[src/logic/vds_cfg.svh]
// register offsets, field positions and reset values for the status bank
`ifndef VDS_CFG_SVH
`define VDS_CFG_SVH
`define VDS_OFS_STATUS1 8'h10
`define VDS_OFS_IDENT 8'h11
`define VDS_OFS_STATUS2 8'h12
`define VDS_OFS_STATUS3 8'h13
`define VDS_OFS_CLAMP 8'h14
`define VDS_S1_LOCK 0
`define VDS_S1_LOST 1
`define VDS_S1_FSC 2
`define VDS_S1_PEAK 3
`define VDS_S1_STD_LO 4
`define VDS_S1_STD_HI 6
`define VDS_S1_KILL 7
`define VDS_S2_STRIPE 0
`define VDS_S2_TYPE3 1
`define VDS_S2_PSYNC 2
`define VDS_S2_AGC 3
`define VDS_S2_LINE 4
`define VDS_S2_FSC 5
`define VDS_S2_RSV_LO 6
`define VDS_S2_RSV_HI 7
`define VDS_S3_UNUSED 0
`define VDS_S3_RSV_LO 2
`define VDS_S3_RSV_HI 4
`define VDS_RDATA_RST 8'h00
`define VDS_RDATA_NONE 8'h00
`define VDS_S3_HLOCK 1
`define VDS_S3_FREERUN 5
`define VDS_S3_FIELDSTD 6
`define VDS_S3_SWING 7
`define VDS_CLAMP_CLAMP_CURRENT_SOURCE_ENABLE 4
`define VDS_CLAMP_RST 8'h12
`define VDS_IDENT_VAL 8'h5A
`endif

[src/logic/vds_pkg.sv]
// types shared by the status register bank
package vds_pkg;
  typedef enum logic [2:0] {
    VDS_NTSC_MJ, VDS_NTSC_443, VDS_PAL_M, VDS_PAL_60,
    VDS_PAL_BGHID, VDS_SECAM, VDS_PAL_CN, VDS_SECAM_525
  } vds_std_e;
  typedef logic [7:0] vds_byte_t;
endpackage

[src/logic/vds_lost_lock.sv]
// sticky lost-lock flag, cleared by a read of the first status register
`timescale 1ns/10ps
`include "vds_cfg.svh"
module vds_lost_lock (
  input wire logic clk,
  input wire logic rst_n,
  input wire logic in_lock,
  input wire logic clear,
  output logic lost
);
  logic lost_reg;
  logic lost_next;
  logic lock_d_reg;
  logic lock_d_next;
  always_comb begin
    lock_d_next = in_lock;
    lost_next = lost_reg;
    if (clear) begin
      lost_next = 1'h0;
    end
    // a drop in the clearing cycle still sets the flag
    if (lock_d_reg && !in_lock) begin
      lost_next = 1'h1;
    end
  end
  always_ff @(posedge clk or negedge rst_n) begin
    if (!rst_n) begin
      lost_reg <= 1'h0;
      lock_d_reg <= 1'h0;
    end else begin
      lost_reg <= lost_next;
      lock_d_reg <= lock_d_next;
    end
  end
  assign lost = lost_reg;
  lost_sets_a: assert property (
    @(posedge clk) disable iff (!rst_n)
    $fell(in_lock) |=> lost) else $error("lost lock not flagged");
endmodule

[src/logic/vds_status_regs.sv]
// status, identification and analog clamp registers of the video decoder
// Operation
// - first status bit 3 is high while peak-white gain control is active.
// - first status bits 6:4 report the autodetected television standard.
// - first status bit 7 is high while colour kill is active.
// - offset 0x11 returns a fixed revision code; writes do nothing.
// - second status bit 0 flags colour-striping copy protection.
// - second status bit 1 gives striping type, 0 type 2, 1 type 3.
// - second status bit 2 flags copy-protection pseudo-sync pulses.
// - second status bit 3 flags copy-protection gain-control pulses.
// - bit 4 nonstandard line length, bit 5 nonstandard subcarrier; 7:6 zero.
// - third status: h-lock bit 1, free run 5, field std 6, swing 7.
// - clamp control bit 4 low turns clamp current sources off.
// - first status bit 0 is lock now, bit 2 subcarrier lock now.
// - first status bit 1 records lock lost since last read.
`timescale 1ns/10ps
`include "vds_cfg.svh"
module vds_status_regs #(
  parameter logic [7:0] IDENT_CODE = `VDS_IDENT_VAL // arbitrary value
) (
  input wire logic ref_clk,
  input wire logic resetn,
  input wire logic [7:0] reg_addr,
  input wire logic reg_wr,
  input wire logic reg_rd,
  input wire logic [7:0] reg_wdata,
  output logic [7:0] reg_rdata,
  input wire logic in_lock,
  input wire logic fsc_lock,
  input wire logic peak_white_active,
  input wire vds_pkg::vds_std_e detected_std,
  input wire logic color_kill_active,
  input wire logic copy_protection_stripe,
  input wire logic copy_protection_stripe_type3,
  input wire logic copy_protection_pseudo_sync,
  input wire logic copy_protection_agc_pulses,
  input wire logic nonstd_line_length,
  input wire logic nonstd_fsc,
  input wire logic hlock_unfiltered,
  input wire logic free_run_active,
  input wire logic field_length_std,
  input wire logic swinging_burst,
  output logic clamp_current_source_enable
);
  logic rst_s1_reg;
  logic rst_s2_reg;
  logic rst_n;
  always_ff @(posedge ref_clk or negedge resetn) begin
    if (!resetn) begin
      rst_s1_reg <= 1'h0;
      rst_s2_reg <= 1'h0;
    end else begin
      rst_s1_reg <= 1'h1;
      rst_s2_reg <= rst_s1_reg;
    end
  end
  assign rst_n = rst_s2_reg;

  function automatic logic hit(input logic [7:0] a, input logic [7:0] o);
    hit = (a == o);
  endfunction

  logic lost_lock;
  vds_lost_lock u_lost (
    .clk(ref_clk),
    .rst_n(rst_n),
    .in_lock(in_lock),
    .clear(reg_rd && hit(reg_addr, `VDS_OFS_STATUS1)),
    .lost(lost_lock)
  );

  vds_pkg::vds_byte_t status1;
  vds_pkg::vds_byte_t status2;
  vds_pkg::vds_byte_t status3;
  always_comb begin
    status1 = 8'h00;
    status1[`VDS_S1_LOCK] = in_lock;
    status1[`VDS_S1_LOST] = lost_lock;
    status1[`VDS_S1_FSC] = fsc_lock;
    status1[`VDS_S1_PEAK] = peak_white_active;
    status1[`VDS_S1_STD_HI:`VDS_S1_STD_LO] = detected_std;
    status1[`VDS_S1_KILL] = color_kill_active;
    // reserved 7:6 stay zero
    status2 = {2'h0, nonstd_fsc, nonstd_line_length,
      copy_protection_agc_pulses, copy_protection_pseudo_sync,
      copy_protection_stripe_type3, copy_protection_stripe};
    status3 = 8'h00;
    status3[`VDS_S3_HLOCK] = hlock_unfiltered;
    status3[`VDS_S3_FREERUN] = free_run_active;
    status3[`VDS_S3_FIELDSTD] = field_length_std;
    status3[`VDS_S3_SWING] = swinging_burst;
  end

  logic [7:0] clamp_reg;
  logic [7:0] clamp_next;
  logic [7:0] rdata_reg;
  logic [7:0] rdata_next;
  always_comb begin
    clamp_next = clamp_reg;
    // only the clamp register takes writes; status and id ignore them
    if (reg_wr && hit(reg_addr, `VDS_OFS_CLAMP)) begin
      clamp_next = reg_wdata;
    end
    rdata_next = rdata_reg;
    if (reg_rd) begin
      if (hit(reg_addr, `VDS_OFS_STATUS1)) begin
        rdata_next = status1;
      end else if (hit(reg_addr, `VDS_OFS_IDENT)) begin
        rdata_next = IDENT_CODE;
      end else if (hit(reg_addr, `VDS_OFS_STATUS2)) begin
        rdata_next = status2;
      end else if (hit(reg_addr, `VDS_OFS_STATUS3)) begin
        rdata_next = status3;
      end else if (hit(reg_addr, `VDS_OFS_CLAMP)) begin
        rdata_next = clamp_reg;
      end else begin
        rdata_next = `VDS_RDATA_NONE;
      end
    end
  end
  always_ff @(posedge ref_clk or negedge rst_n) begin
    if (!rst_n) begin
      clamp_reg <= `VDS_CLAMP_RST;
      rdata_reg <= `VDS_RDATA_RST;
    end else begin
      clamp_reg <= clamp_next;
      rdata_reg <= rdata_next;
    end
  end
  assign reg_rdata = rdata_reg;
  // clamp sources follow the stored enable bit directly
  assign clamp_current_source_enable = clamp_reg[`VDS_CLAMP_CLAMP_CURRENT_SOURCE_ENABLE];

  // read checks: the byte shows one cycle after the read strobe, so the
  // expected inputs are the ones that stood at the strobe edge
  ident_read_a: assert property (
    @(posedge ref_clk) disable iff (!rst_n)
    reg_rd && reg_addr == `VDS_OFS_IDENT |=> reg_rdata == IDENT_CODE)
    else $error("ident value wrong");
  std_field_a: assert property (
    @(posedge ref_clk) disable iff (!rst_n)
    reg_rd && reg_addr == `VDS_OFS_STATUS1
    |=> reg_rdata[`VDS_S1_STD_HI:`VDS_S1_STD_LO] == $past(detected_std))
    else $error("standard field wrong");
  color_kill_a: assert property (
    @(posedge ref_clk) disable iff (!rst_n)
    reg_rd && reg_addr == `VDS_OFS_STATUS1
    |=> reg_rdata[`VDS_S1_KILL] == $past(color_kill_active))
    else $error("kill bit wrong");
  peak_white_a: assert property (
    @(posedge ref_clk) disable iff (!rst_n)
    reg_rd && reg_addr == `VDS_OFS_STATUS1
    |=> reg_rdata[`VDS_S1_PEAK] == $past(peak_white_active))
    else $error("peak bit wrong");
  lock_bits_a: assert property (
    @(posedge ref_clk) disable iff (!rst_n)
    reg_rd && reg_addr == `VDS_OFS_STATUS1
    |=> reg_rdata[`VDS_S1_LOCK] == $past(in_lock)
    && reg_rdata[`VDS_S1_FSC] == $past(fsc_lock))
    else $error("lock bits wrong");
  lost_read_a: assert property (
    @(posedge ref_clk) disable iff (!rst_n)
    reg_rd && reg_addr == `VDS_OFS_STATUS1
    |=> reg_rdata[`VDS_S1_LOST] == $past(lost_lock))
    else $error("lost bit not reported");
  // a read with no drop in the same cycle leaves the flag clear
  lost_clear_a: assert property (
    @(posedge ref_clk) disable iff (!rst_n)
    reg_rd && reg_addr == `VDS_OFS_STATUS1 && !$fell(in_lock)
    |=> !lost_lock)
    else $error("lost flag not cleared by read");
  stripe_seen_a: assert property (
    @(posedge ref_clk) disable iff (!rst_n)
    reg_rd && reg_addr == `VDS_OFS_STATUS2
    |=> reg_rdata[`VDS_S2_STRIPE] == $past(copy_protection_stripe))
    else $error("stripe bit wrong");
  stripe_type_a: assert property (
    @(posedge ref_clk) disable iff (!rst_n)
    reg_rd && reg_addr == `VDS_OFS_STATUS2
    |=> reg_rdata[`VDS_S2_TYPE3] == $past(copy_protection_stripe_type3))
    else $error("stripe type bit wrong");
  pseudo_sync_a: assert property (
    @(posedge ref_clk) disable iff (!rst_n)
    reg_rd && reg_addr == `VDS_OFS_STATUS2
    |=> reg_rdata[`VDS_S2_PSYNC] == $past(copy_protection_pseudo_sync))
    else $error("pseudo sync bit wrong");
  agc_pulse_a: assert property (
    @(posedge ref_clk) disable iff (!rst_n)
    reg_rd && reg_addr == `VDS_OFS_STATUS2
    |=> reg_rdata[`VDS_S2_AGC] == $past(copy_protection_agc_pulses))
    else $error("gain pulse bit wrong");
  nonstd_bits_a: assert property (
    @(posedge ref_clk) disable iff (!rst_n)
    reg_rd && reg_addr == `VDS_OFS_STATUS2
    |=> reg_rdata[`VDS_S2_LINE] == $past(nonstd_line_length)
    && reg_rdata[`VDS_S2_FSC] == $past(nonstd_fsc)
    && reg_rdata[`VDS_S2_RSV_HI:`VDS_S2_RSV_LO] == 2'h0)
    else $error("nonstandard bits wrong");
  run_byte_a: assert property (
    @(posedge ref_clk) disable iff (!rst_n)
    reg_rd && reg_addr == `VDS_OFS_STATUS3
    |=> reg_rdata[`VDS_S3_RSV_HI:`VDS_S3_RSV_LO] == 3'h0
    && reg_rdata[`VDS_S3_UNUSED] == 1'h0
    && reg_rdata[`VDS_S3_SWING] == $past(swinging_burst)
    && reg_rdata[`VDS_S3_FIELDSTD] == $past(field_length_std)
    && reg_rdata[`VDS_S3_FREERUN] == $past(free_run_active)
    && reg_rdata[`VDS_S3_HLOCK] == $past(hlock_unfiltered))
    else $error("third status wrong");
  unmapped_read_a: assert property (
    @(posedge ref_clk) disable iff (!rst_n)
    reg_rd && (reg_addr < `VDS_OFS_STATUS1 || reg_addr > `VDS_OFS_CLAMP)
    |=> reg_rdata == `VDS_RDATA_NONE)
    else $error("unmapped read not zero");
  // the match ends two cycles after the write, hence a depth of two
  clamp_wr_a: assert property (
    @(posedge ref_clk) disable iff (!rst_n)
    reg_wr && reg_addr == `VDS_OFS_CLAMP ##1 !reg_wr [*2]
    |-> clamp_current_source_enable
    == $past(reg_wdata[`VDS_CLAMP_CLAMP_CURRENT_SOURCE_ENABLE], 2))
    else $error("clamp enable not stored");
  clamp_hold_a: assert property (
    @(posedge ref_clk) disable iff (!rst_n)
    !(reg_wr && reg_addr == `VDS_OFS_CLAMP)
    |=> $stable(clamp_current_source_enable))
    else $error("clamp enable moved without write");
  ro_write_a: assert property (
    @(posedge ref_clk) disable iff (!rst_n)
    reg_wr && reg_addr != `VDS_OFS_CLAMP |=> $stable(clamp_reg))
    else $error("write leaked into clamp");
endmodule

[config.mk]
export PLATFORM = sky130hd
export DESIGN_NAME = vds_status_regs
export DESIGN_NICKNAME = d
export VERILOG_FILES = /design/src/logic/vds_pkg.sv /design/src/logic/vds_lost_lock.sv /design/src/logic/vds_status_regs.sv
export VERILOG_INCLUDE_DIRS = /design/src /design/src/logic
export SDC_FILE = /design/constraint.sdc
export NUM_CORES = 1
export LEC_CHECK = 0
export BUFFER_PORTS_ARGS = -buffer_cell sky130_fd_sc_hd__buf_2
export CAP_MARGIN = 5
export CORE_ASPECT_RATIO = 1.5
export CORE_MARGIN = 4
export CORE_UTILIZATION = 41
export DETAILED_ROUTE_END_ITERATION = 7
export GPL_TIMING_DRIVEN = 1
export HOLD_SLACK_MARGIN = 0.06
export PLACE_DENSITY = 0.81
export SETUP_SLACK_MARGIN = 0.02
export SLEW_MARGIN = 20
export SYNTH_ARGS = -nofsm -noshare
export SYNTH_HDL_FRONTEND = slang
export SYNTH_SLANG_ARGS = --single-unit
[constraint.sdc]
create_clock -name ref_clk -period 0.8 [get_ports ref_clk]
set_clock_uncertainty 0.2 [all_clocks]
set_input_delay 0.08 -clock ref_clk [delete_from_list [all_inputs] [get_ports ref_clk]]
set_output_delay 0.08 -clock ref_clk [all_outputs]
set_load 0.02 [all_outputs]
==> results.json, run 1 <==
{
  "mappedNetlistArea_sq_mm": 0.00104,
  "hold_class": "input port to register",
  "first_global_vias": 1068,
  "crit_slowest_cell": "dfstp_2",
  "placed_area_sq_mm": 0.00142,
  "dieArea_sq_mm": 0.00342,
  "slew_viol_final": 0,
  "io_buffers": 45,
  "layout_common_cells": "buf_2 (34), buf_4 (28), dfrtp_1 (17)",
  "drtPass1Iterations": 4,
  "wire_per_inst_microns": 14.6,
  "synth_seq_area_share": 0.484,
  "yosysWarnings": 0,
  "cpPeakStageDelay_ps": 550,
  "path_cells": "buf_6 > buf_6",
  "first_iter_violations": 21,
  "critPathLaunchType": "register",
  "mostFrequentLayoutCell": "buf_2",
  "grt_pass1_wl_microns": 4520,
  "final_cell_count_no_fill": 193,
  "syn_nets": 132,
  "yosysTopAreaCellShare": 0.433,
  "num_rows": 22,
  "crit_buf_inv": 2,
  "postCtsHoldBufs": 1,
  "whs_path_depth": 2,
  "cts.sinks": 20,
  "vias": 1019,
  "critical-path-top-delay-family": "flip-flops",
  "worstPathRequired_ps": 520,
  "hold_violations": 24,
  "violations": "negative hold slack, negative setup slack",
  "nets": 207,
  "via_per_inst": 5.28,
  "holdWs_ps": -212,
  "yosysTopAreaCell": "dfrtp_1",
  "period_share": 1.67,
  "ant_nets": 0,
  "cts-buffers-inserted": 3,
  "drc": 0,
  "place.gp.congestion": 0.853,
  "core_area_sq_mm": 0.00245,
  "die_height_microns": 69.7,
  "worst-path-max-fanout": 2,
  "cap_violations": 0,
  "max_freq_mhz": 749,
  "synth_cell_types": 30,
  "drive_gt1_frac": 0.604,
  "path_common_cell": "buf_6",
  "finalSetupTns_ps": -9310,
  "antenna_found_initial": 0,
  "synth_cells": 95,
  "worstSetupEndpointType": "output port",
  "peakVddDrop_mv": 1.33,
  "synthToLayoutAreaGrowth_pct": 60.0,
  "cts-root-buf": "clkbuf_4",
  "grt_remaining_overflow": 0,
  "cts.path.max_buffers": 2,
  "dp_cells": 176,
  "antennaDiodeCount": 0,
  "drt_wl_total_microns": 2810,
  "cp.arrival_ps": 1060,
  "grtUsageTotal": 0.172,
  "grt_max_degree": 12,
  "setup_ws_ps": -536,
  "leakage_nw": 0.827,
  "postLayoutCoreUtil": 0.679,
  "dpl.hpwl_microns": 2150,
  "die_w_microns": 49.1,
  "fin_crit_ps": 1340,
  "cts_tree": "built",
  "stdcell_area_sq_mm": 0.00166,
  "synthTopCellsByArea": "dfrtp_1 (43%), mux2_4 (12%), dfstp_2 (5.1%)",
  "finalSetupViolations": 26,
  "floorplan.initialDensity": 0.424,
  "reg2regPathDepth": 4,
  "status": "complete, but fails checks",
  "io_pins": 46,
  "clk_pin_slew_worst_paths_ps": 110,
  "htree_levels": 1,
  "p_per_area_mw_per_mm2": 1260,
  "crit_type": "register to output port",
  "crit_cells": 2,
  "insertion_delay_ps": 310,
  "yosys_register_bits": 20,
  "syn_avg_cell_area_sq_um": 10.9,
  "finalPower_mw": 2.09,
  "grt_setup_unrepaired": "yes",
  "place_ws_ps": -770
}
==> cells in the mapped netlist <==
cell type	count
a21oi_1	5
a22oi_1	3
a2bb2oi_1	1
a32oi_1	2
and3b_1	1
and4_4	1
buf_12	1
buf_2	2
buf_4	1
clkbuf_1	2
conb_1	1
dfrtp_1	18
dfstp_2	2
inv_1	11
mux2_2	1
mux2_4	8
mux2i_1	2
nand2_1	1
nand3b_1	1
nand4b_1	1
nor2_1	8
nor2b_1	3
nor3_2	1
o211ai_1	3
o21ai_0	3
o22a_1	2
o22ai_1	7
o31ai_1	1
o32a_1	1
or3_1	1
==> routing by layer <==
| layer | vias up | track usage | wire [microns] |
|---|---|---|---|
| li1 | 487 | - | - |
| met1 | 480 | 0.176 | 1010 |
| met2 | 46 | 0.303 | 1550 |
| met3 | 6 | 0.0301 | 166 |
| met4 | 0 | 0.123 | 84 |
| met5 | - | 0 | 0 |
==> final cells by class <==
class                      count  area [sq um]
fill                         188           786
timing repair buffer          76           546
multi-input combinational     58           507
sequential                    20           504
inverter                      11          41.3
clock buffer                   4          36.3
tap                           24          30.0
==> worst register-to-register path: stages, from the launching register on <==
cell	delay, ps
dfstp_2	550
buf_4	100
a22oi_1	80
o32a_1	180
o22ai_1	110
==> final timing paths <==
path | start | endpoint | slack, ps
worst min-delay path | in_lock | u_lost.lock_d_reg | -210
worst max register to register | clamp_reg[4] | reg_rdata[4] | -500
max in group asynchronous | rst_n | reg_rdata[4] | 150
worst min register to register | rst_n | clamp_reg[7] | -110
min in group asynchronous | resetn | rst_n | -120
worst max-delay path | clamp_reg[4] | clamp_current_source_enable | -540
==> power by group <==
group	total [mW]	internal, mW	switching, mW
registers	1.07	1.05	0.0231
clock network	0.595	0.278	0.317
logic	0.429	0.253	0.175
==> kinds of logic (layout without fill, tap and decap cells) <==
logic type,after synthesis,after routing,synth area share
other,1,1,0.00361
multiplexers,11,11,0.146
AO/OA/AOI/OAI,28,28,0.183
buffers and inverters,17,91,0.0830
AND/OR/NAND/NOR,18,18,0.101
flip-flops,20,20,0.484
==> what timing repair did <==
action	CTS	global route
pin swaps	14	8
resized for setup	29	2
hold endpoints to repair	24	24
endpoints found under the setup margin	26	26
buffers inserted	7	7
Note: power is estimated with default switching activity, not from simulation.
==> run 2, diff against run 1 <==
ABC_AREA = 1   (was unset)
CORE_UTILIZATION = 43   (was 41)
PLACE_DENSITY = 0.82   (was 0.81)
==> results.json, run 2 <==
{
  "finalPower_mw": 2.40,
  "cts-root-buf": "clkbuf_4",
  "synth_cell_types": 22,
  "vias": 1331,
  "status": "complete, but fails checks",
  "placed_area_sq_mm": 0.00168,
  "synth_seq_area_share": 0.436,
  "cpPeakStageDelay_ps": 550,
  "first_global_vias": 1405,
  "r2r_setup_slack_ps": -380,
  "crit_type": "register to output port",
  "ant_nets": 0,
  "num_rows": 22,
  "drc": 0,
  "finalSetupViolations": 26,
  "final_cell_count_no_fill": 264,
  "critPathLaunchType": "register",
  "dp_cells": 248,
  "cts-buffers-inserted": 3,
  "reg2regPathDepth": 6,
  "synth-main-ff-cell": "dfrtp_1",
  "worst-path-max-fanout": 2,
  "mappedNetlistArea_sq_mm": 0.00115,
  "insertion_delay_ps": 320,
  "multi_input_area_sq_um": 749,
  "cp.arrival_ps": 980,
  "fin_crit_ps": 1260,
  "synthTopCellsByArea": "dfrtp_1 (39%), nand2_1 (16%), nand3_1 (12%)",
  "worstSetupEndpointType": "output port",
  "r2r_end": "reg_rdata[1]",
  "p_per_area_mw_per_mm2": 1170,
  "yosysTopAreaCell": "dfrtp_1",
  "die_height_microns": 71.4,
  "whs_path_depth": 3,
  "grt_setup_unrepaired": "yes",
  "layout_common_cells": "nand2_1 (37), buf_2 (32), buf_4 (17)",
  "stdcell_area_sq_mm": 0.00206,
  "yosys-top-cells-count": "nand2_1 (49), nand3_1 (27), dfrtp_1 (18), inv_1 (17), o21ai_0 (7)",
  "synth-edff-count": 0,
  "synth-async-reset-ratio": 1.00,
  "hold_class": "input port to register",
  "post-synth-top-count-cell": "nand2_1",
  "clk_pin_slew_worst_paths_ps": 110,
  "floorplan.initialDensity": 0.461,
  "drt_wl_total_microns": 3900,
  "mostFrequentLayoutCell": "nand2_1",
  "htree_levels": 1,
  "setup_ws_ps": -456,
  "yosys_register_bits": 20,
  "die_w_microns": 50.3,
  "peakVddDrop_mv": 1.47,
  "hold_start": "reg_wdata[6]",
  "first_iter_violations": 38,
  "drive_gt1_frac": 0.592,
  "dieArea_sq_mm": 0.00359,
  "cts.path.max_buffers": 2,
  "slew_viol_final": 0,
  "leakage_nw": 1.13,
  "antennaDiodeCount": 0,
  "path_cells": "buf_6",
  "cts_tree": "built",
  "dpl.hpwl_microns": 2570,
  "worstPathRequired_ps": 520,
  "crit_cells": 1,
  "cts.sinks": 20,
  "syn_avg_cell_area_sq_um": 7.59,
  "max_freq_mhz": 796,
  "hold_violations": 18,
  "crit_buf_inv": 1,
  "synth_cells": 152,
  "via_per_inst": 5.04,
  "syn_nets": 189,
  "violations": "negative hold slack, negative setup slack",
  "grt_remaining_overflow": 0,
  "core_area_sq_mm": 0.00250,
  "synthToLayoutAreaGrowth_pct": 78.3,
  "place.gp.congestion": 0.819,
  "yosysWarnings": 0,
  "regArea_sq_um": 505,
  "wire_per_inst_microns": 14.8,
  "whs_endpoint": "clamp_reg[6]",
  "nets": 266,
  "antenna_found_initial": 0,
  "reg2reg_from": "clamp_reg[1]",
  "drtPass1Iterations": 4,
  "period_share": 1.57,
  "crit_slowest_cell": "dfstp_2",
  "grtUsageTotal": 0.218,
  "fillCellCount": 152,
  "holdWs_ps": -237,
  "io_buffers": 45,
  "grt_max_degree": 13,
  "yosysTopAreaCellShare": 0.390,
  "cap_violations": 0,
  "io_pins": 46,
  "grt_pass1_wl_microns": 6040,
  "critical-path-top-delay-family": "flip-flops"
}
## run 2: cell families after synthesis
family / count (synthesis) / synth area share
other cells: 1 / 0.00325
flops: 20 / 0.436
simple gates: 97 / 0.431
compound gates: 11 / 0.0477
buf+inv: 23 / 0.0824
## run 2: worst max-delay path by stage
stage                       startpoint                          end
after floorplan           clamp_reg[4]                 reg_rdata[4]
after global placement     reg_addr[7]                 reg_rdata[3]
after detailed placement   reg_addr[7]                 clamp_reg[2]
after CTS                 clamp_reg[4]  clamp_current_source_enable
after global routing      clamp_reg[4]  clamp_current_source_enable
final                     clamp_reg[4]  clamp_current_source_enable
## run 2: worst reg2reg max path, delay by kind of cell (launching register included)
kind | cells | cell delay (ps)
buf+inv | 1 | 40
flops | 1 | 550
simple gates | 5 | 350
## run 2: area by class of cell
type	count	area share
multi-input cells	111	0.364
repair buffers	72	0.283
flip-flops and latches	20	0.246
inverters	21	0.0596
well taps	36	0.0219
clock inverters	1	0.0146
clock buffers	3	0.0109
## run 2: layer usage
layer | part of all wire | global-route usage | vias to the layer above | wire (microns)
li1 | - | - | 635 | -
met1 | 0.36 | 0.241 | 612 | 1410
met2 | 0.53 | 0.394 | 61 | 2080
met3 | 0.044 | 0.0187 | 23 | 173
met4 | 0.060 | 0.132 | 0 | 233
met5 | 0 | 0 | - | 0
## run 2: metrics by stage
stage | setup TNS (ps) | setup WS, ps | utilization | hold WS, ps
after floorplan | -3270 | -279 | - | -416
after global placement | -7460 | -462 | 0.672 | -335
after detailed placement | -7960 | -506 | 0.672 | -332
after CTS | -5990 | -456 | 0.769 | -246
after global routing | -7380 | -481 | 0.821 | -234
final | -6520 | -456 | 0.821 | -237
## run 2: timing repair
action	CTS	global route
gates resized for setup	40	27
pin swaps	19	22
hold endpoints to repair	36	35
gates cloned	2	0
hold buffers	2	2
setup endpoints to repair	26	26
buffers inserted	4	4
## run 2: report_power, final
| group | total [mW] | leakage [nW] | switching, mW | internal [mW] |
|---|---|---|---|---|
| Sequential | 1.07 | 0.247 | 0.0214 | 1.05 |
| Clock | 0.853 | 0.0279 | 0.346 | 0.507 |
| Combinational | 0.479 | 0.855 | 0.243 | 0.236 |
==> run 3, diff against run 2 <==
RECOVER_POWER = 25   (was unset)
==> results.json, run 3 (synthesized netlist as in run 2, its figures left out) <==
{
  "status": "complete, but fails checks",
  "violations": "negative hold slack, negative setup slack",
  "first_global_vias": 1405,
  "drive_gt1_frac": 0.588,
  "worst-path-max-fanout": 2,
  "cts.path.max_buffers": 2,
  "htree_levels": 1,
  "finalSetupViolations": 26,
  "num_rows": 22,
  "reg2reg_from": "clamp_reg[1]",
  "fillCellCount": 155,
  "max_freq_mhz": 797,
  "insertion_delay_ps": 320,
  "cts-buffers-inserted": 3,
  "crit_slowest_cell": "dfstp_2",
  "cts_tree": "built",
  "stdcell_area_sq_mm": 0.00204,
  "critical-path-top-delay-family": "flip-flops",
  "grt_remaining_overflow": 0,
  "vias": 1330,
  "ant_nets": 0,
  "antenna_found_initial": 0,
  "nets": 266,
  "fin_crit_ps": 1250,
  "drtPass1Iterations": 4,
  "hold_class": "input port to register",
  "grtUsageTotal": 0.218,
  "die_height_microns": 71.4,
  "synthToLayoutAreaGrowth_pct": 76.9,
  "peakVddDrop_mv": 1.47,
  "slew_viol_final": 0,
  "placed_area_sq_mm": 0.00168,
  "setup_ws_ps": -455,
  "postLayoutCoreUtil": 0.815,
  "cts-root-buf": "clkbuf_4",
  "period_share": 1.57,
  "regArea_sq_um": 505,
  "p_per_area_mw_per_mm2": 1170,
  "critPathLaunchType": "register",
  "place.gp.congestion": 0.819,
  "dieArea_sq_mm": 0.00359,
  "multi_input_area_sq_um": 749,
  "cap_violations": 0,
  "layout_common_cells": "nand2_1 (37), buf_2 (31), buf_4 (17)",
  "via_per_inst": 5.04,
  "wire_per_inst_microns": 14.8,
  "antennaDiodeCount": 0,
  "die_w_microns": 50.3,
  "leakage_nw": 1.12,
  "drc": 0,
  "cts.sinks": 20,
  "clk_pin_slew_worst_paths_ps": 110,
  "io_buffers": 45,
  "worstSetupEndpointType": "output port",
  "drt_wl_total_microns": 3900,
  "grt_max_degree": 13,
  "mostFrequentLayoutCell": "nand2_1",
  "grt_pass1_wl_microns": 6040,
  "place_ws_ps": -506,
  "floorplan.initialDensity": 0.461,
  "first_iter_violations": 37,
  "hold_start": "reg_wdata[6]",
  "io_pins": 46,
  "hold_violations": 24,
  "cpPeakStageDelay_ps": 550,
  "crit_type": "register to output port",
  "core_area_sq_mm": 0.00250,
  "critPathLaunch": "clamp_reg[4]",
  "crit_buf_inv": 1,
  "grt_setup_unrepaired": "yes",
  "worstPathRequired_ps": 520,
  "path_cells": "buf_6",
  "finalPower_mw": 2.39,
  "cp.arrival_ps": 970,
  "holdWs_ps": -236,
  "dpl.hpwl_microns": 2570
}
-- run 3: where the power goes --
group / total [mW] / internal [mW] / leakage (nW) / switching (mW)
Clock: 0.849 / 0.507 / 0.0279 / 0.341
Sequential: 1.07 / 1.05 / 0.247 / 0.0199
Combinational: 0.471 / 0.227 / 0.847 / 0.243
-- run 3: area by class of cell --
| class | count | share of cell area |
|---|---|---|
| well taps | 36 | 0.0221 |
| flip-flops and latches | 20 | 0.248 |
| clock buffers | 3 | 0.0110 |
| repair buffers | 72 | 0.277 |
| multi-input cells | 111 | 0.367 |
| inverters | 21 | 0.0601 |
| clock inverters | 1 | 0.0147 |
-- run 3: final timing paths --
path	endpoint	slack, ps	cells past startpoint
min reg2reg	reg_rdata[1]	-20	1
max in group asynchronous	clamp_reg[4]	90	1
min in group asynchronous	rst_s1_reg	-150	2
max reg2reg	reg_rdata[1]	-380	6
max	clamp_current_source_enable	-450	1
min	clamp_reg[6]	-240	3
-- run 3: per-layer routing --
metal | part of all wire | GRT usage
met1 | 0.36 | 0.241
met2 | 0.53 | 0.394
met3 | 0.048 | 0.0187
met4 | 0.061 | 0.132
met5 | 0 | 0
-- run 3: through the flow --
stage / cells / setup TNS (ps)
floorplan: 152 / -3270
global placement: 248 / -7460
detailed placement: 248 / -7960
CTS: 260 / -5990
global route: 264 / -7380
finish: 264 / -6550
-- run 3: repair_timing --
action	in CTS	in global routing
endpoints found under the setup margin	26	26
pin swaps	19	22
hold buffers	2	2
gates cloned	2	0
endpoints found under the hold margin	36	35
resized for setup	40	27
setup buffers	4	4
